===== config.mk =====
export PLATFORM = sky130hd
export DESIGN_NAME = dws_top
export DESIGN_NICKNAME = d
export VERILOG_FILES = /design/src/dws_pkg.sv /design/src/dws_link_if.sv /design/src/dws_spi_rx.sv /design/src/dws_nv_store.sv /design/src/dws_top.sv
export SDC_FILE = /design/constraint.sdc
export NUM_CORES = 1
export LEC_CHECK = 0
export BUFFER_PORTS_ARGS = -buffer_cell sky130_fd_sc_hd__buf_2
export CAP_MARGIN = 10
export CORE_MARGIN = 4
export CORE_UTILIZATION = 40
export CTS_CLUSTER_DIAMETER = 40
export DETAILED_ROUTE_END_ITERATION = 6
export PLACE_DENSITY = 0.54
export SYNTH_ARGS = -nofsm -noshare
export SYNTH_HDL_FRONTEND = slang
export SYNTH_SLANG_ARGS = --single-unit

===== constraint.sdc =====
create_clock -name clk -period 6.81 [get_ports clk]
set_clock_uncertainty 0.05 [all_clocks]
set_input_delay 0.681 -clock clk [delete_from_list [all_inputs] [get_ports clk]]
set_output_delay 0.681 -clock clk [all_outputs]
set_load 0.05 [all_outputs]

===== src/dws_pkg.sv =====
// shared constants and types for the dual wiper serial controller
package dws_pkg;

  // clock and timing
  localparam int CLK_MHZ = 125;
  localparam int NV_WRITE_MS = 5;
  localparam int NV_WRITE_CYC = NV_WRITE_MS * 1000 * CLK_MHZ;
  localparam int LOAD_SETTLE_US = 10;
  localparam int LOAD_SETTLE_CYC = LOAD_SETTLE_US * CLK_MHZ;
  localparam int STEP_SETTLE_US = 5;
  localparam int STEP_SETTLE_CYC = STEP_SETTLE_US * CLK_MHZ;
  // host side only: wait after supply is stable
  localparam int POWERUP_READ_MS = 1;
  localparam int POWERUP_WRITE_MS = 1;

  // geometry
  localparam int N_POTS = 2;
  localparam int N_SLOTS = 4;
  localparam int WIPER_W = 6;
  localparam int N_TAPS = 64;
  localparam int SLOT_W = 2;
  localparam int NV_AW = 3;

  // arbitrary type code, not taken from any part
  localparam logic [3:0] TYPE_CODE_DEF = 4'hA;

  // byte field positions
  localparam int TYPE_MSB = 7;
  localparam int TYPE_LSB = 4;
  localparam int ADDR_MSB = 1;
  localparam int ADDR_LSB = 0;
  localparam int OP_MSB = 7;
  localparam int OP_LSB = 4;
  localparam int SLOT_SEL_HI = 3;
  localparam int SLOT_SEL_LO = 2;
  localparam int POT_BIT = 0;
  localparam int PEND_BIT = 0;

  // opcodes
  localparam logic [3:0] OP_RD_WIPER = 4'h9;
  localparam logic [3:0] OP_WR_WIPER = 4'hA;
  localparam logic [3:0] OP_RD_SLOT = 4'hB;
  localparam logic [3:0] OP_WR_SLOT = 4'hC;
  localparam logic [3:0] OP_SLOT_TO_WIPER = 4'hD;
  localparam logic [3:0] OP_WIPER_TO_SLOT = 4'hE;
  localparam logic [3:0] OP_ALL_SLOT_TO_WIPER = 4'h1;
  localparam logic [3:0] OP_ALL_WIPER_TO_SLOT = 4'h8;
  localparam logic [3:0] OP_STEP = 4'h2;
  localparam logic [3:0] OP_RD_STATUS = 4'h5;

  // reset and limit values
  localparam logic [WIPER_W-1:0] WIPER_RST = 6'h00;
  localparam logic [WIPER_W-1:0] WIPER_MAX = 6'h3F;
  localparam logic [WIPER_W-1:0] WIPER_ONE = 6'h01;
  localparam logic [N_TAPS-1:0] TAP_ONE = 64'h0000000000000001;
  localparam logic [WIPER_W-1:0] NV_INIT_DEF = 6'h20;

  typedef enum logic [2:0] {
    ST_BOOT, ST_ADDR, ST_INSTR, ST_DATA, ST_STEP, ST_SKIP
  } dws_state_t;

endpackage


===== src/dws_link_if.sv =====
// byte level link between serial front end and command logic
`timescale 1ns/10ps
interface dws_link_if;
  logic byte_vld;
  logic [7:0] byte_data;
  logic sck_rise;
  logic si_lvl;
  logic frame_end;
  logic sel;
  logic tx_load;
  logic [7:0] tx_byte;

  modport rx (
    output byte_vld, byte_data, sck_rise, si_lvl, frame_end, sel,
    input tx_load, tx_byte
  );
  modport ctl (
    input byte_vld, byte_data, sck_rise, si_lvl, frame_end, sel,
    output tx_load, tx_byte
  );
endinterface


===== src/dws_spi_rx.sv =====
// serial front end: pin sync, byte assembly, read data shifter
`timescale 1ns/10ps
module dws_spi_rx
  import dws_pkg::*;
(
  input wire logic clk,
  input wire logic rst,
  input wire logic sck,
  input wire logic cs_n,
  input wire logic si,
  output logic so,
  output logic so_oe,
  dws_link_if.rx lnk
);

  // order {sck, cs_n, si}; only sync_r and later stages are read
  logic [2:0] meta_r, sync_r, dly_r;
  logic [2:0] cnt_r, cnt_nxt;
  logic [7:0] sh_r, sh_nxt, tx_r, tx_nxt;
  logic so_r, so_nxt, oe_r, oe_nxt;
  logic fall;

  always_ff @(posedge clk) begin
    if (rst) begin
      meta_r <= 3'h2;
      sync_r <= 3'h2;
      dly_r <= 3'h2;
    end else begin
      meta_r <= {sck, cs_n, si};
      sync_r <= meta_r;
      dly_r <= sync_r;
    end
  end

  assign lnk.sel = ~sync_r[1];
  assign lnk.si_lvl = sync_r[0];
  assign lnk.sck_rise = sync_r[2] & ~dly_r[2] & lnk.sel;
  assign fall = ~sync_r[2] & dly_r[2] & lnk.sel;
  assign lnk.frame_end = sync_r[1] & ~dly_r[1];
  assign lnk.byte_vld = lnk.sck_rise && (cnt_r == 3'h7);
  assign lnk.byte_data = {sh_r[6:0], sync_r[0]};
  assign so = so_r;
  assign so_oe = oe_r;

  always_comb begin
    cnt_nxt = cnt_r;
    sh_nxt = sh_r;
    tx_nxt = tx_r;
    so_nxt = so_r;
    oe_nxt = oe_r;
    if (!lnk.sel) begin
      // partial byte dropped on deselect
      cnt_nxt = 3'h0;
      oe_nxt = 1'b0;
      so_nxt = 1'b0;
    end else begin
      if (lnk.sck_rise) begin
        cnt_nxt = cnt_r + 3'h1;
        sh_nxt = lnk.byte_data;
      end
      // mode 0: next bit goes out on the falling edge
      if (fall) begin
        so_nxt = tx_r[7];
        tx_nxt = {tx_r[6:0], 1'b0};
      end
      if (lnk.tx_load) begin
        tx_nxt = lnk.tx_byte;
        oe_nxt = 1'b1;
      end
    end
  end

  always_ff @(posedge clk) begin
    if (rst) begin
      cnt_r <= 3'h0;
      sh_r <= 8'h00;
      tx_r <= 8'h00;
      so_r <= 1'b0;
      oe_r <= 1'b0;
    end else begin
      cnt_r <= cnt_nxt;
      sh_r <= sh_nxt;
      tx_r <= tx_nxt;
      so_r <= so_nxt;
      oe_r <= oe_nxt;
    end
  end

endmodule


===== src/dws_nv_store.sv =====
// saved setting store with timed programming cycle
`timescale 1ns/10ps
module dws_nv_store
  import dws_pkg::*;
#(
  parameter int PROG_CYC = NV_WRITE_CYC,
  parameter logic [WIPER_W-1:0] NV_INIT = NV_INIT_DEF
) (
  input wire logic clk,
  input wire logic rst,
  input wire logic [SLOT_W-1:0] rd_slot,
  output logic [WIPER_W-1:0] rd_d0,
  output logic [WIPER_W-1:0] rd_d1,
  input wire logic wr_req,
  input wire logic [N_POTS-1:0] wr_mask,
  input wire logic [SLOT_W-1:0] wr_slot,
  input wire logic [WIPER_W-1:0] wr_d0,
  input wire logic [WIPER_W-1:0] wr_d1,
  output logic busy
);

  localparam int CW = $clog2(PROG_CYC + 1);
  localparam logic [CW-1:0] LAST = CW'(PROG_CYC - 1);

  // not cleared by rst: contents survive like non-volatile cells
  logic [WIPER_W-1:0] mem_r [2**NV_AW] = '{default: NV_INIT};
  logic busy_r, busy_nxt, done;
  logic [CW-1:0] cnt_r, cnt_nxt;
  logic [N_POTS-1:0] mask_r, mask_nxt;
  logic [SLOT_W-1:0] slot_r, slot_nxt;
  logic [WIPER_W-1:0] d0_r, d0_nxt, d1_r, d1_nxt;

  assign rd_d0 = mem_r[{1'b0, rd_slot}];
  assign rd_d1 = mem_r[{1'b1, rd_slot}];
  assign busy = busy_r;
  assign done = busy_r && (cnt_r == LAST);

  always_comb begin
    busy_nxt = busy_r;
    cnt_nxt = cnt_r;
    mask_nxt = mask_r;
    slot_nxt = slot_r;
    d0_nxt = d0_r;
    d1_nxt = d1_r;
    if (busy_r) begin
      cnt_nxt = cnt_r + CW'(1);
      if (done) begin
        busy_nxt = 1'b0;
        cnt_nxt = '0;
      end
    end else if (wr_req) begin
      busy_nxt = 1'b1;
      mask_nxt = wr_mask;
      slot_nxt = wr_slot;
      d0_nxt = wr_d0;
      d1_nxt = wr_d1;
    end
  end

  always_ff @(posedge clk) begin
    if (rst) begin
      busy_r <= 1'b0;
      cnt_r <= '0;
      mask_r <= '0;
      slot_r <= '0;
      d0_r <= WIPER_RST;
      d1_r <= WIPER_RST;
    end else begin
      busy_r <= busy_nxt;
      cnt_r <= cnt_nxt;
      mask_r <= mask_nxt;
      slot_r <= slot_nxt;
      d0_r <= d0_nxt;
      d1_r <= d1_nxt;
    end
  end

  // cells change only at the end of the programming time
  always_ff @(posedge clk) begin
    if (!rst && done && mask_r[0]) mem_r[{1'b0, slot_r}] <= d0_r;
    if (!rst && done && mask_r[1]) mem_r[{1'b1, slot_r}] <= d1_r;
  end
endmodule


===== src/dws_top.sv =====
// command decoder and wiper registers for two 64 tap potentiometers
`timescale 1ns/10ps
////////////////////////////////////////////////////////////////////////
module dws_top
  import dws_pkg::*;
#(
  parameter logic [3:0] TYPE_CODE = TYPE_CODE_DEF,
  parameter int PROG_CYC = NV_WRITE_CYC,
  parameter logic [WIPER_W-1:0] NV_INIT = NV_INIT_DEF
) (
  input wire logic clk,
  input wire logic rst,
  input wire logic sck,
  input wire logic cs_n,
  input wire logic si,
  input wire logic [1:0] addr_select_pins,
  output logic so,
  output logic so_oe,
  output logic [N_POTS-1:0][N_TAPS-1:0] wiper_tap,
  output logic write_pending_flag
);

  dws_link_if lnk ();

  dws_state_t state_r, state_nxt;
  logic [1:0] addr_meta_r, addr_sync_r;
  logic [7:0] instr_r, instr_nxt;
  logic [N_POTS-1:0][WIPER_W-1:0] wiper_position_reg, wiper_nxt;
  logic [N_POTS-1:0][N_TAPS-1:0] tap_r, tap_nxt;
  logic pend_r, pend_nxt;
  logic [N_POTS-1:0] pmask_r, pmask_nxt;
  logic [SLOT_W-1:0] pslot_r, pslot_nxt;
  logic [N_POTS-1:0][WIPER_W-1:0] pdata_r, pdata_nxt;
  logic [SLOT_W-1:0] rd_slot;
  logic [WIPER_W-1:0] rd_d0, rd_d1, rd_sel;
  logic nv_busy, nv_ok, wr_req;
  logic [3:0] op_in, op_r;
  logic pot_in, pot_r;
  logic [SLOT_W-1:0] slot_in, slot_r;
  logic [7:0] tx_byte;
  logic tx_load;

  ////////////////////////////////////////////////////////////////////////
  // submodules

  dws_spi_rx u_rx (
    .clk(clk),
    .rst(rst),
    .sck(sck),
    .cs_n(cs_n),
    .si(si),
    .so(so),
    .so_oe(so_oe),
    .lnk(lnk.rx)
  );

  dws_nv_store #(
    .PROG_CYC(PROG_CYC),
    .NV_INIT(NV_INIT)
  ) u_nv (
    .clk(clk),
    .rst(rst),
    .rd_slot(rd_slot),
    .rd_d0(rd_d0),
    .rd_d1(rd_d1),
    .wr_req(wr_req),
    .wr_mask(pmask_r),
    .wr_slot(pslot_r),
    .wr_d0(pdata_r[0]),
    .wr_d1(pdata_r[1]),
    .busy(nv_busy)
  );

  ////////////////////////////////////////////////////////////////////////
  // address pins: strapped or driven, so synchronise

  always_ff @(posedge clk) begin
    if (rst) begin
      addr_meta_r <= 2'h0;
      addr_sync_r <= 2'h0;
    end else begin
      addr_meta_r <= addr_select_pins;
      addr_sync_r <= addr_meta_r;
    end
  end

  ////////////////////////////////////////////////////////////////////////
  // field decode

  assign op_in = lnk.byte_data[OP_MSB:OP_LSB];
  assign slot_in = lnk.byte_data[SLOT_SEL_HI:SLOT_SEL_LO];
  assign pot_in = lnk.byte_data[POT_BIT];
  assign op_r = instr_r[OP_MSB:OP_LSB];
  assign slot_r = instr_r[SLOT_SEL_HI:SLOT_SEL_LO];
  assign pot_r = instr_r[POT_BIT];

  always_comb begin
    if (state_r == ST_BOOT) rd_slot = '0;
    else if (state_r == ST_INSTR) rd_slot = slot_in;
    else rd_slot = slot_r;
  end
  assign rd_sel = pot_in ? rd_d1 : rd_d0;

  // a second saved write is dropped while the first is pending or being programmed
  assign nv_ok = !nv_busy && !pend_r;
  assign write_pending_flag = nv_busy;
  assign lnk.tx_load = tx_load;
  assign lnk.tx_byte = tx_byte;

  ////////////////////////////////////////////////////////////////////////
  // command sequencer

  always_comb begin
    state_nxt = state_r;
    instr_nxt = instr_r;
    wiper_nxt = wiper_position_reg;
    pend_nxt = pend_r;
    pmask_nxt = pmask_r;
    pslot_nxt = pslot_r;
    pdata_nxt = pdata_r;
    tx_load = 1'b0;
    tx_byte = 8'h00;
    wr_req = 1'b0;
    case (state_r)
      ST_BOOT: begin
        wiper_nxt[0] = rd_d0;
        wiper_nxt[1] = rd_d1;
        state_nxt = ST_ADDR;
      end
      ST_ADDR: begin
        if (lnk.byte_vld) begin
          if (lnk.byte_data[TYPE_MSB:TYPE_LSB] != TYPE_CODE) begin
            state_nxt = ST_SKIP;
          end else if (lnk.byte_data[ADDR_MSB:ADDR_LSB] != addr_sync_r) begin
            state_nxt = ST_SKIP;
          end else begin
            state_nxt = ST_INSTR;
          end
        end
      end
      ST_INSTR: begin
        if (lnk.byte_vld) begin
          instr_nxt = lnk.byte_data;
          state_nxt = ST_SKIP;
          case (op_in)
            OP_RD_WIPER: begin
              tx_load = 1'b1;
              tx_byte = {2'b00, wiper_position_reg[pot_in]};
            end
            OP_WR_WIPER: state_nxt = ST_DATA;
            OP_RD_SLOT: begin
              tx_load = 1'b1;
              tx_byte = {2'b00, rd_sel};
            end
            OP_WR_SLOT: begin
              if (nv_ok) state_nxt = ST_DATA;
            end
            OP_SLOT_TO_WIPER: wiper_nxt[pot_in] = rd_sel;
            OP_WIPER_TO_SLOT: begin
              if (nv_ok) begin
                pend_nxt = 1'b1;
                pmask_nxt = pot_in ? 2'h2 : 2'h1;
                pslot_nxt = slot_in;
                pdata_nxt = wiper_position_reg;
              end
            end
            OP_ALL_SLOT_TO_WIPER: begin
              wiper_nxt[0] = rd_d0;
              wiper_nxt[1] = rd_d1;
            end
            OP_ALL_WIPER_TO_SLOT: begin
              if (nv_ok) begin
                pend_nxt = 1'b1;
                pmask_nxt = 2'h3;
                pslot_nxt = slot_in;
                pdata_nxt = wiper_position_reg;
              end
            end
            OP_STEP: state_nxt = ST_STEP;
            OP_RD_STATUS: begin
              tx_load = 1'b1;
              tx_byte = 8'h00;
              tx_byte[PEND_BIT] = nv_busy;
            end
            default: state_nxt = ST_SKIP;
          endcase
        end
      end
      ST_DATA: begin
        if (lnk.byte_vld) begin
          state_nxt = ST_SKIP;
          if (op_r == OP_WR_WIPER) begin
            wiper_nxt[pot_r] = lnk.byte_data[WIPER_W-1:0];
          end else begin
            pend_nxt = 1'b1;
            pmask_nxt = pot_r ? 2'h2 : 2'h1;
            pslot_nxt = slot_r;
            pdata_nxt[pot_r] = lnk.byte_data[WIPER_W-1:0];
          end
        end
      end
      ST_STEP: begin
        // saturate at the chain ends rather than wrapping round
        if (lnk.sck_rise) begin
          if (lnk.si_lvl && wiper_position_reg[pot_r] != WIPER_MAX) begin
            wiper_nxt[pot_r] = wiper_position_reg[pot_r] + WIPER_ONE;
          end else if (!lnk.si_lvl && wiper_position_reg[pot_r] != '0) begin
            wiper_nxt[pot_r] = wiper_position_reg[pot_r] - WIPER_ONE;
          end
        end
      end
      default: ;
    endcase
    if (lnk.frame_end && state_r != ST_BOOT) begin
      state_nxt = ST_ADDR;
      wr_req = pend_r;
      pend_nxt = 1'b0;
    end
  end

  always_ff @(posedge clk) begin
    if (rst) begin
      state_r <= ST_BOOT;
      instr_r <= 8'h00;
      wiper_position_reg <= '0;
      pend_r <= 1'b0;
      pmask_r <= '0;
      pslot_r <= '0;
      pdata_r <= '0;
    end else begin
      state_r <= state_nxt;
      instr_r <= instr_nxt;
      wiper_position_reg <= wiper_nxt;
      pend_r <= pend_nxt;
      pmask_r <= pmask_nxt;
      pslot_r <= pslot_nxt;
      pdata_r <= pdata_nxt;
    end
  end

  ////////////////////////////////////////////////////////////////////////
  // tap decode: registered from the next wiper value, so it changes on the same edge as the register, far inside both limits

  for (genvar p = 0; p < N_POTS; p++) begin : g_tap
    assign tap_nxt[p] = TAP_ONE << wiper_nxt[p];
  end

  always_ff @(posedge clk) begin
    if (rst) tap_r <= {N_POTS{TAP_ONE}};
    else tap_r <= tap_nxt;
  end
  assign wiper_tap = tap_r;
endmodule


# Yosys cells after proc, flatten, opt, wreduce, memory -nomap -nowiden
# Memories as Yosys holds them, arrays and structs flattened.
# Index checks and enable logic that the tools add are counted.
dict set report word_totals {
  inputBits 7
  n_memories 1
  ramBits 48
  elab_cells 192
  register_bits 238
}
# name words width read_ports rd_clocked_by_memory_dff write_ports line_no
set memory_table {}
lappend memory_table {u_nv.mem_r 8 6 2 0 2 dws_nv_store.sv:26} ;# logic [WIPER_W-1:0] mem_r [2**NV_AW] = '{default: NV_INIT};
dict set report op_classes {
  n_shift 2
  reduce_logical 34
  eq_ne 32
  n_bitwise 10
  n_lt_le_gt_ge 4
  n_addsub 4
  n_mux 77
}
# cell count
set op_table {}
lappend op_table {{12-bit two-way mux} 11}
lappend op_table {{1-bit by 6-bit << shifter with 64-bit output (first input constant)} 2}
lappend op_table {{12-bit bitwise mux} 5}
lappend op_table {{6-bit two-way mux} 9}
lappend op_table {{12-bit one-hot mux with 2 select lines} 2}
lappend op_table {{12-bit one-hot mux with 4 select lines} 1}
lappend op_table {{4-bit == test (second input constant)} 8}
lappend op_table {{2-bit two-way mux} 14}
lappend op_table {{20-bit by 1-bit adder with 20-bit output (second input constant)} 1}
lappend op_table {{20-bit == test (second input constant)} 1}
lappend op_table {{20-bit two-way mux} 1}
lappend op_table {{3-bit two-way mux} 6}
lappend op_table {{6-bit one-hot mux with 3 select lines} 1}
lappend op_table {{1-bit two-way mux} 17}
lappend op_table {{8-bit two-way mux} 2}
lappend op_table {{6-bit demux with 1-bit select} 2}
lappend op_table {{2-bit != test (second input constant)} 6}
lappend op_table {{3-bit != test (second input constant)} 4}
lappend op_table {{2-bit one-hot mux with 2 select lines} 3}
lappend op_table {{3-bit one-hot mux with 4 select lines} 1}
lappend op_table {{1-bit logical AND} 11}
lappend op_table {{3-bit one-hot mux with 3 select lines} 1}
lappend op_table {{2-bit AND reduction} 4}
lappend op_table {{4-bit AND reduction} 2}
lappend op_table {{30 further kinds} 48}

# Depth between registers and ports, before layout
dict set report logic_depth {
  depth_word 10
  mapped_depth 14
  mapped_depth_nobuf 10
}

# Cells and area by module
# Synthesis repeated with hierarchy kept, for this count alone.
dict set report unflattened {
  hier_cells 1207
  area_unflattened_um2 12031.5
}
# mod cells_per_inst area_per_inst_um2 instances seq_area_each_um2
set modules_own_cells {}
lappend modules_own_cells {dws_top 838 7505.9 1 3423.3}
lappend modules_own_cells {dws_nv_store 260 3363.2 1 2182.1}
lappend modules_own_cells {dws_spi_rx 109 1162.4 1 560.5}

# Worst setup path after synthesis
# No wires, ideal clock.
dict set report synth_path {
  kind {reg2reg}
  from {reg instr_r[0]}
  to {reg tap_r, in the netlist wiper_tap[100]}
  setup_slack_ns 3.408
  period_less_slack_ns 3.402
  required_ns 6.683
  t_arrival_ns 3.276
  n_path_buf 4
  stages_incl_launch_ff 15
  path_cell_list {dfxtp_1 -> buf_2 -> buf_2 -> mux2i_1 -> inv_1 -> ha_1 -> nand4b_1 -> a22oi_1 -> nor3_1 -> o31ai_2 -> a2111oi_4 -> or3b_1 -> buf_6 -> buf_6 -> nor3_2}
}
dict set report synth_via {
  elab_chain_cells 10
}
# item line_no
set synth_lines {}
lappend synth_lines {{start, declared} dws_top.sv:27} ;# logic [7:0] instr_r, instr_nxt;
lappend synth_lines {{start signal, assigned} dws_top.sv:232} ;# instr_r <= instr_nxt;
lappend synth_lines {{parallel branches: the longest is 8 deep, another holds 6-bit by 1-bit subtractor with 6-bit output} n/a}
lappend synth_lines {{12-bit one-hot mux with 4 select lines (*)} dws_top.sv:124} ;# case (state_r)
lappend synth_lines {{1-bit by 6-bit << shifter with 64-bit output (*)} dws_top.sv:245} ;# assign tap_nxt[p] = TAP_ONE << wiper_nxt[p];
lappend synth_lines {{end signal, assigned} dws_top.sv:249} ;# if (rst) tap_r <= {N_POTS{TAP_ONE}};
lappend synth_lines {{end signal, assigned} dws_top.sv:250} ;# else tap_r <= tap_nxt;
lappend synth_lines {{end, declared} dws_top.sv:29} ;# logic [N_POTS-1:0][N_TAPS-1:0] tap_r, tap_nxt;
# Every way passes the cells marked *. The select of a mux whose other input is x is not followed.
# A chain may end at the register's enable or synchronous reset.

# Worst setup path in the final report
dict set report layout_path {
  from {reg state_r[1]}
  to {reg tap_r, in the netlist wiper_tap[85]}
}
dict set report layout_via {
  elab_chain_cells 10
}
# item line_no
set layout_lines {}
lappend layout_lines {{start, declared} dws_top.sv:25} ;# dws_state_t state_r, state_nxt;
lappend layout_lines {{start signal, assigned} dws_top.sv:231} ;# state_r <= state_nxt;
lappend layout_lines {{3-bit by 2-bit == test with 1-bit output} {dws_top.sv:99, dws_top.sv:124}}
lappend layout_lines {{2-bit two-way mux} dws_top.sv:99} ;# else if (state_r == ST_INSTR) rd_slot = slot_in;
lappend layout_lines {{2-bit two-way mux} dws_top.sv:98} ;# if (state_r == ST_BOOT) rd_slot = '0;
lappend layout_lines {{memory read 8 x 6 bit} n/a}
lappend layout_lines {{6-bit two-way mux} dws_top.sv:102} ;# assign rd_sel = pot_in ? rd_d1 : rd_d0;
lappend layout_lines {{12-bit bitwise mux} dws_top.sv:158} ;# OP_SLOT_TO_WIPER: wiper_nxt[pot_in] = rd_sel;
lappend layout_lines {{12-bit one-hot mux with 2 select lines} dws_top.sv:145} ;# case (op_in)
lappend layout_lines {{12-bit two-way mux} dws_top.sv:142} ;# if (lnk.byte_vld) begin
lappend layout_lines {{12-bit one-hot mux with 4 select lines (*)} dws_top.sv:124}
lappend layout_lines {{1-bit by 6-bit << shifter with 64-bit output (*)} dws_top.sv:245}
# Every way passes the cells marked *; elsewhere a longest branch is shown, timed or not.

==> summary.txt <==
clock buffer depth -> 3
Yosys top cell area share -> 40.0%
Port Buffers -> 137
Slew Limit Fails -> 0
FP Rows -> 62
post-synth cell types -> 92
Initial Util -> 40.8%
DP Worst Slack -> 2.28 ns
GR Util All Layers -> 20.0%
hold-fix buffers at CTS -> 0
fraction of the mapped netlist area in simple logic gates -> 24.6%
Yosys top cell by area -> dfxtp_1
Synth Area in Adders -> 0.530%
DRC violations left -> 0
IO Count -> 138
Initial DRT Pass Iterations -> 5
R2R setup slack -> 2.24 ns
asr flop ratio synth -> 0%
grt ovf -> 0
Die Wd -> 180 um
Inserted Diodes -> 0
DR iter-0 viols -> 833
Post-CTS Setup Bufs -> 0
H-tree levels -> 2
largest net degree at the start of global routing -> 54
Crit Path Max Fanout -> 17
max-cap viol count -> 0
area grow syn2layout -> 19.1%
largest family of logic cells by synthesized area -> simple AND/OR/NAND/NOR gates
DP Wirelength -> 23200 um
CP required -> 7.16 ns
P_leak -> 5.15 nW
synthesized flop and latch total -> 284
Compound-Gate Fraction of Synth Area -> 13.9%
final wirelength -> 33700 um
Post-synth EDFFs -> 48
max reg flops -> 128
worst-margin pin slew -> 1.12 ns
Primary FF master, synth -> dfxtp_1
syn_nets -> 1224
per-cell routed wire length -> 19.6 um
CP Class -> reg -> reg
yosys warns -> 0
final worst slack -> 2.24 ns
register area share after synthesis -> 52.2%
RSZ-0062 raised after global routing -> false
PwrDens -> 290 mW/mm^2
syn_area_per_cell -> 9.74 sq um
layout cells sized above 1 -> 19.7%
Clock Sinks -> 284
count of final setup violators -> 0
crit share post-route -> 67.1%
Die ar. -> 0.0323 sq mm
vias -> 9646
root buffer cell -> clkbuf_16
first-pass GRT wire length -> 53400 um
Max transition margin -> 24.5%
register area -> 0.00617 sq mm
routability congestion estimate -> 0.923
fmax -> 0.219 GHz
multi-input logic area -> 0.00517 sq mm
clk slew on worst S/H paths -> 0.06 ns
synthesized cell area -> 0.0118 sq mm
VDD IR-drop max -> 0.000162 V
TritonCTS clock tree -> done
Fillers -> 2724
Resized cells post-CTS -> 0
CTS buffer count -> 40
worst min path class -> in -> reg
Final nets -> 1316
die height -> 180 um
mux cell area share after synthesis -> 2.92%
CP Launch Type -> register
core outline area -> 0.0289 sq mm
Synth Instances -> 1212
DRT antenna net count -> 0
initial antenna violation count -> 0
ranking of synthesized cells by area -> dfxtp_1 (40%), edfxtp_1 (12%), nor3_1 (4.5%)
XOR/XNOR Fraction of Synth Area -> 1.86%
Fin Setup TNS -> 0 ns
Data arrival, critical path -> 4.92 ns
run status -> completed
vias per cell -> 5.61
final hold vios -> 0
vias in the first global route -> 9236
worst-skew pair later-pin latency -> 0.52 ns
crit path time final -> 4.57 ns
CP Capture Type -> register
[report_power, final]
part | switching, mW | leakage (nW) | internal (mW)
combinational | 0.138 | 2.10 | 0.0474
sequential | 0.0229 | 2.35 | 1.72
clock | 0.776 | 0.693 | 1.38
[per-stage QoR]
stage | total power [mW] | util [%] | area, sq um | hold slack [ns] | instances
global route | 4.22 | 48.6 | 14100 | 0.290 | 1720
floorplan | 1.91 | - | 11800 | 0.339 | 1212
global placement | 1.96 | 43.6 | 12600 | 0.351 | 1646
CTS | 4.12 | 48.6 | 14100 | 0.284 | 1720
detailed placement | 1.96 | 43.6 | 12600 | 0.352 | 1646
finish | 4.08 | 48.6 | 14100 | 0.297 | 1720
[placed cells by master (no fill, tap or decap), types with 12 or more instances in the layout]
| cell | instances |
|---|---|
| a211oi_1 | 31 |
| nand3_1 | 45 |
| xor2_1 | 16 |
| nand2_1 | 115 |
| and3_1 | 22 |
| dfxtp_1 | 236 |
| inv_1 | 16 |
| o21ai_0 | 20 |
| and2_1 | 12 |
| edfxtp_1 | 48 |
| nor2b_1 | 16 |
| nand2b_1 | 13 |
| clkbuf_16 | 42 |
| nor4b_1 | 19 |
| nand4_1 | 18 |
| a21oi_1 | 61 |
| nor3_1 | 106 |
| mux2i_1 | 22 |
| buf_2 | 137 |
| nor2_1 | 78 |
| nor4_1 | 26 |
[synthesized netlist by cell type (6+ instances only)]
| library cell | n |
|---|---|
| nor4b_1 | 19 |
| a311oi_1 | 8 |
| a211oi_1 | 31 |
| a31oi_1 | 7 |
| o211ai_1 | 6 |
| and3_1 | 22 |
| or3_1 | 6 |
| nor3_1 | 106 |
| xnor2_1 | 9 |
| and2_1 | 12 |
| inv_1 | 16 |
| nor2_1 | 78 |
| nand3_1 | 45 |
| nor3_2 | 9 |
| a21oi_1 | 61 |
| nand2_1 | 115 |
| nand3b_1 | 9 |
| nor3b_1 | 7 |
| nand2b_1 | 13 |
| edfxtp_1 | 48 |
| a211o_1 | 8 |
| o21ai_0 | 20 |
| mux2i_1 | 22 |
| clkbuf_1 | 69 |
| xor2_1 | 16 |
| nor2b_1 | 16 |
| buf_2 | 15 |
| nand4_1 | 18 |
| dfxtp_1 | 236 |
| nor4_1 | 26 |
[per-layer routing]
| metal | GRT usage (%) | vias up | routed length [um] |
|---|---|---|---|
| met2 | 31.6 | 332 | 15200 |
| met3 | 3.78 | 68 | 2330 |
| met5 | 0 | - | 0 |
| li1 | - | 4654 | - |
| met1 | 28.0 | 4592 | 15300 |
| met4 | 6.34 | 0 | 865 |
[area by class of cell]
cell class,instances,area share (%)
Clock buffer,49,7.95
Sequential cell,284,43.9
Clock inverter,25,2.23
Inverter,16,0.427
Tap cell,384,3.42
Multi-Input combinational cell,817,36.8
Timing Repair Buffer,145,5.30
[path summary, 6_finish.rpt]
kind	from	endpoint	cells after the start
setup / recovery	state_r[1]$_SDFFE_PP0P_	wiper_tap[85]$_SDFF_PP0_	7
hold / removal	cs_n	u_rx.meta_r[1]$_SDFF_PP1_	2
setup reg to reg	state_r[1]$_SDFFE_PP0P_	wiper_tap[85]$_SDFF_PP0_	7
hold reg to reg	u_rx.meta_r[1]$_SDFF_PP1_	u_rx.sync_r[1]$_SDFF_PP1_	1
[critical path, stage by stage, from the launching register on]
cell       delay, ns
dfxtp_1         0.70
nand4bb_1       0.68
nand2_2         0.67
mux2i_1         0.33
a211oi_1        0.16
nor4_1          0.68
nand3b_1        0.68
nor4b_1         0.47
[logic make-up (layout without fill, tap and decap cells)]
| kind of cell | Yosys count | in the layout |
|---|---|---|
| AOI/OAI and AO/OA | 220 | 220 |
| xor gates and xnor gates | 25 | 25 |
| adders and majority gates | 5 | 5 |
| buffers and inverters | 111 | 235 |
| DFF | 284 | 284 |
| muxes | 30 | 30 |
| and+or+nand+nor | 537 | 537 |
No activity file was read; power rests on OpenSTA's default activity.
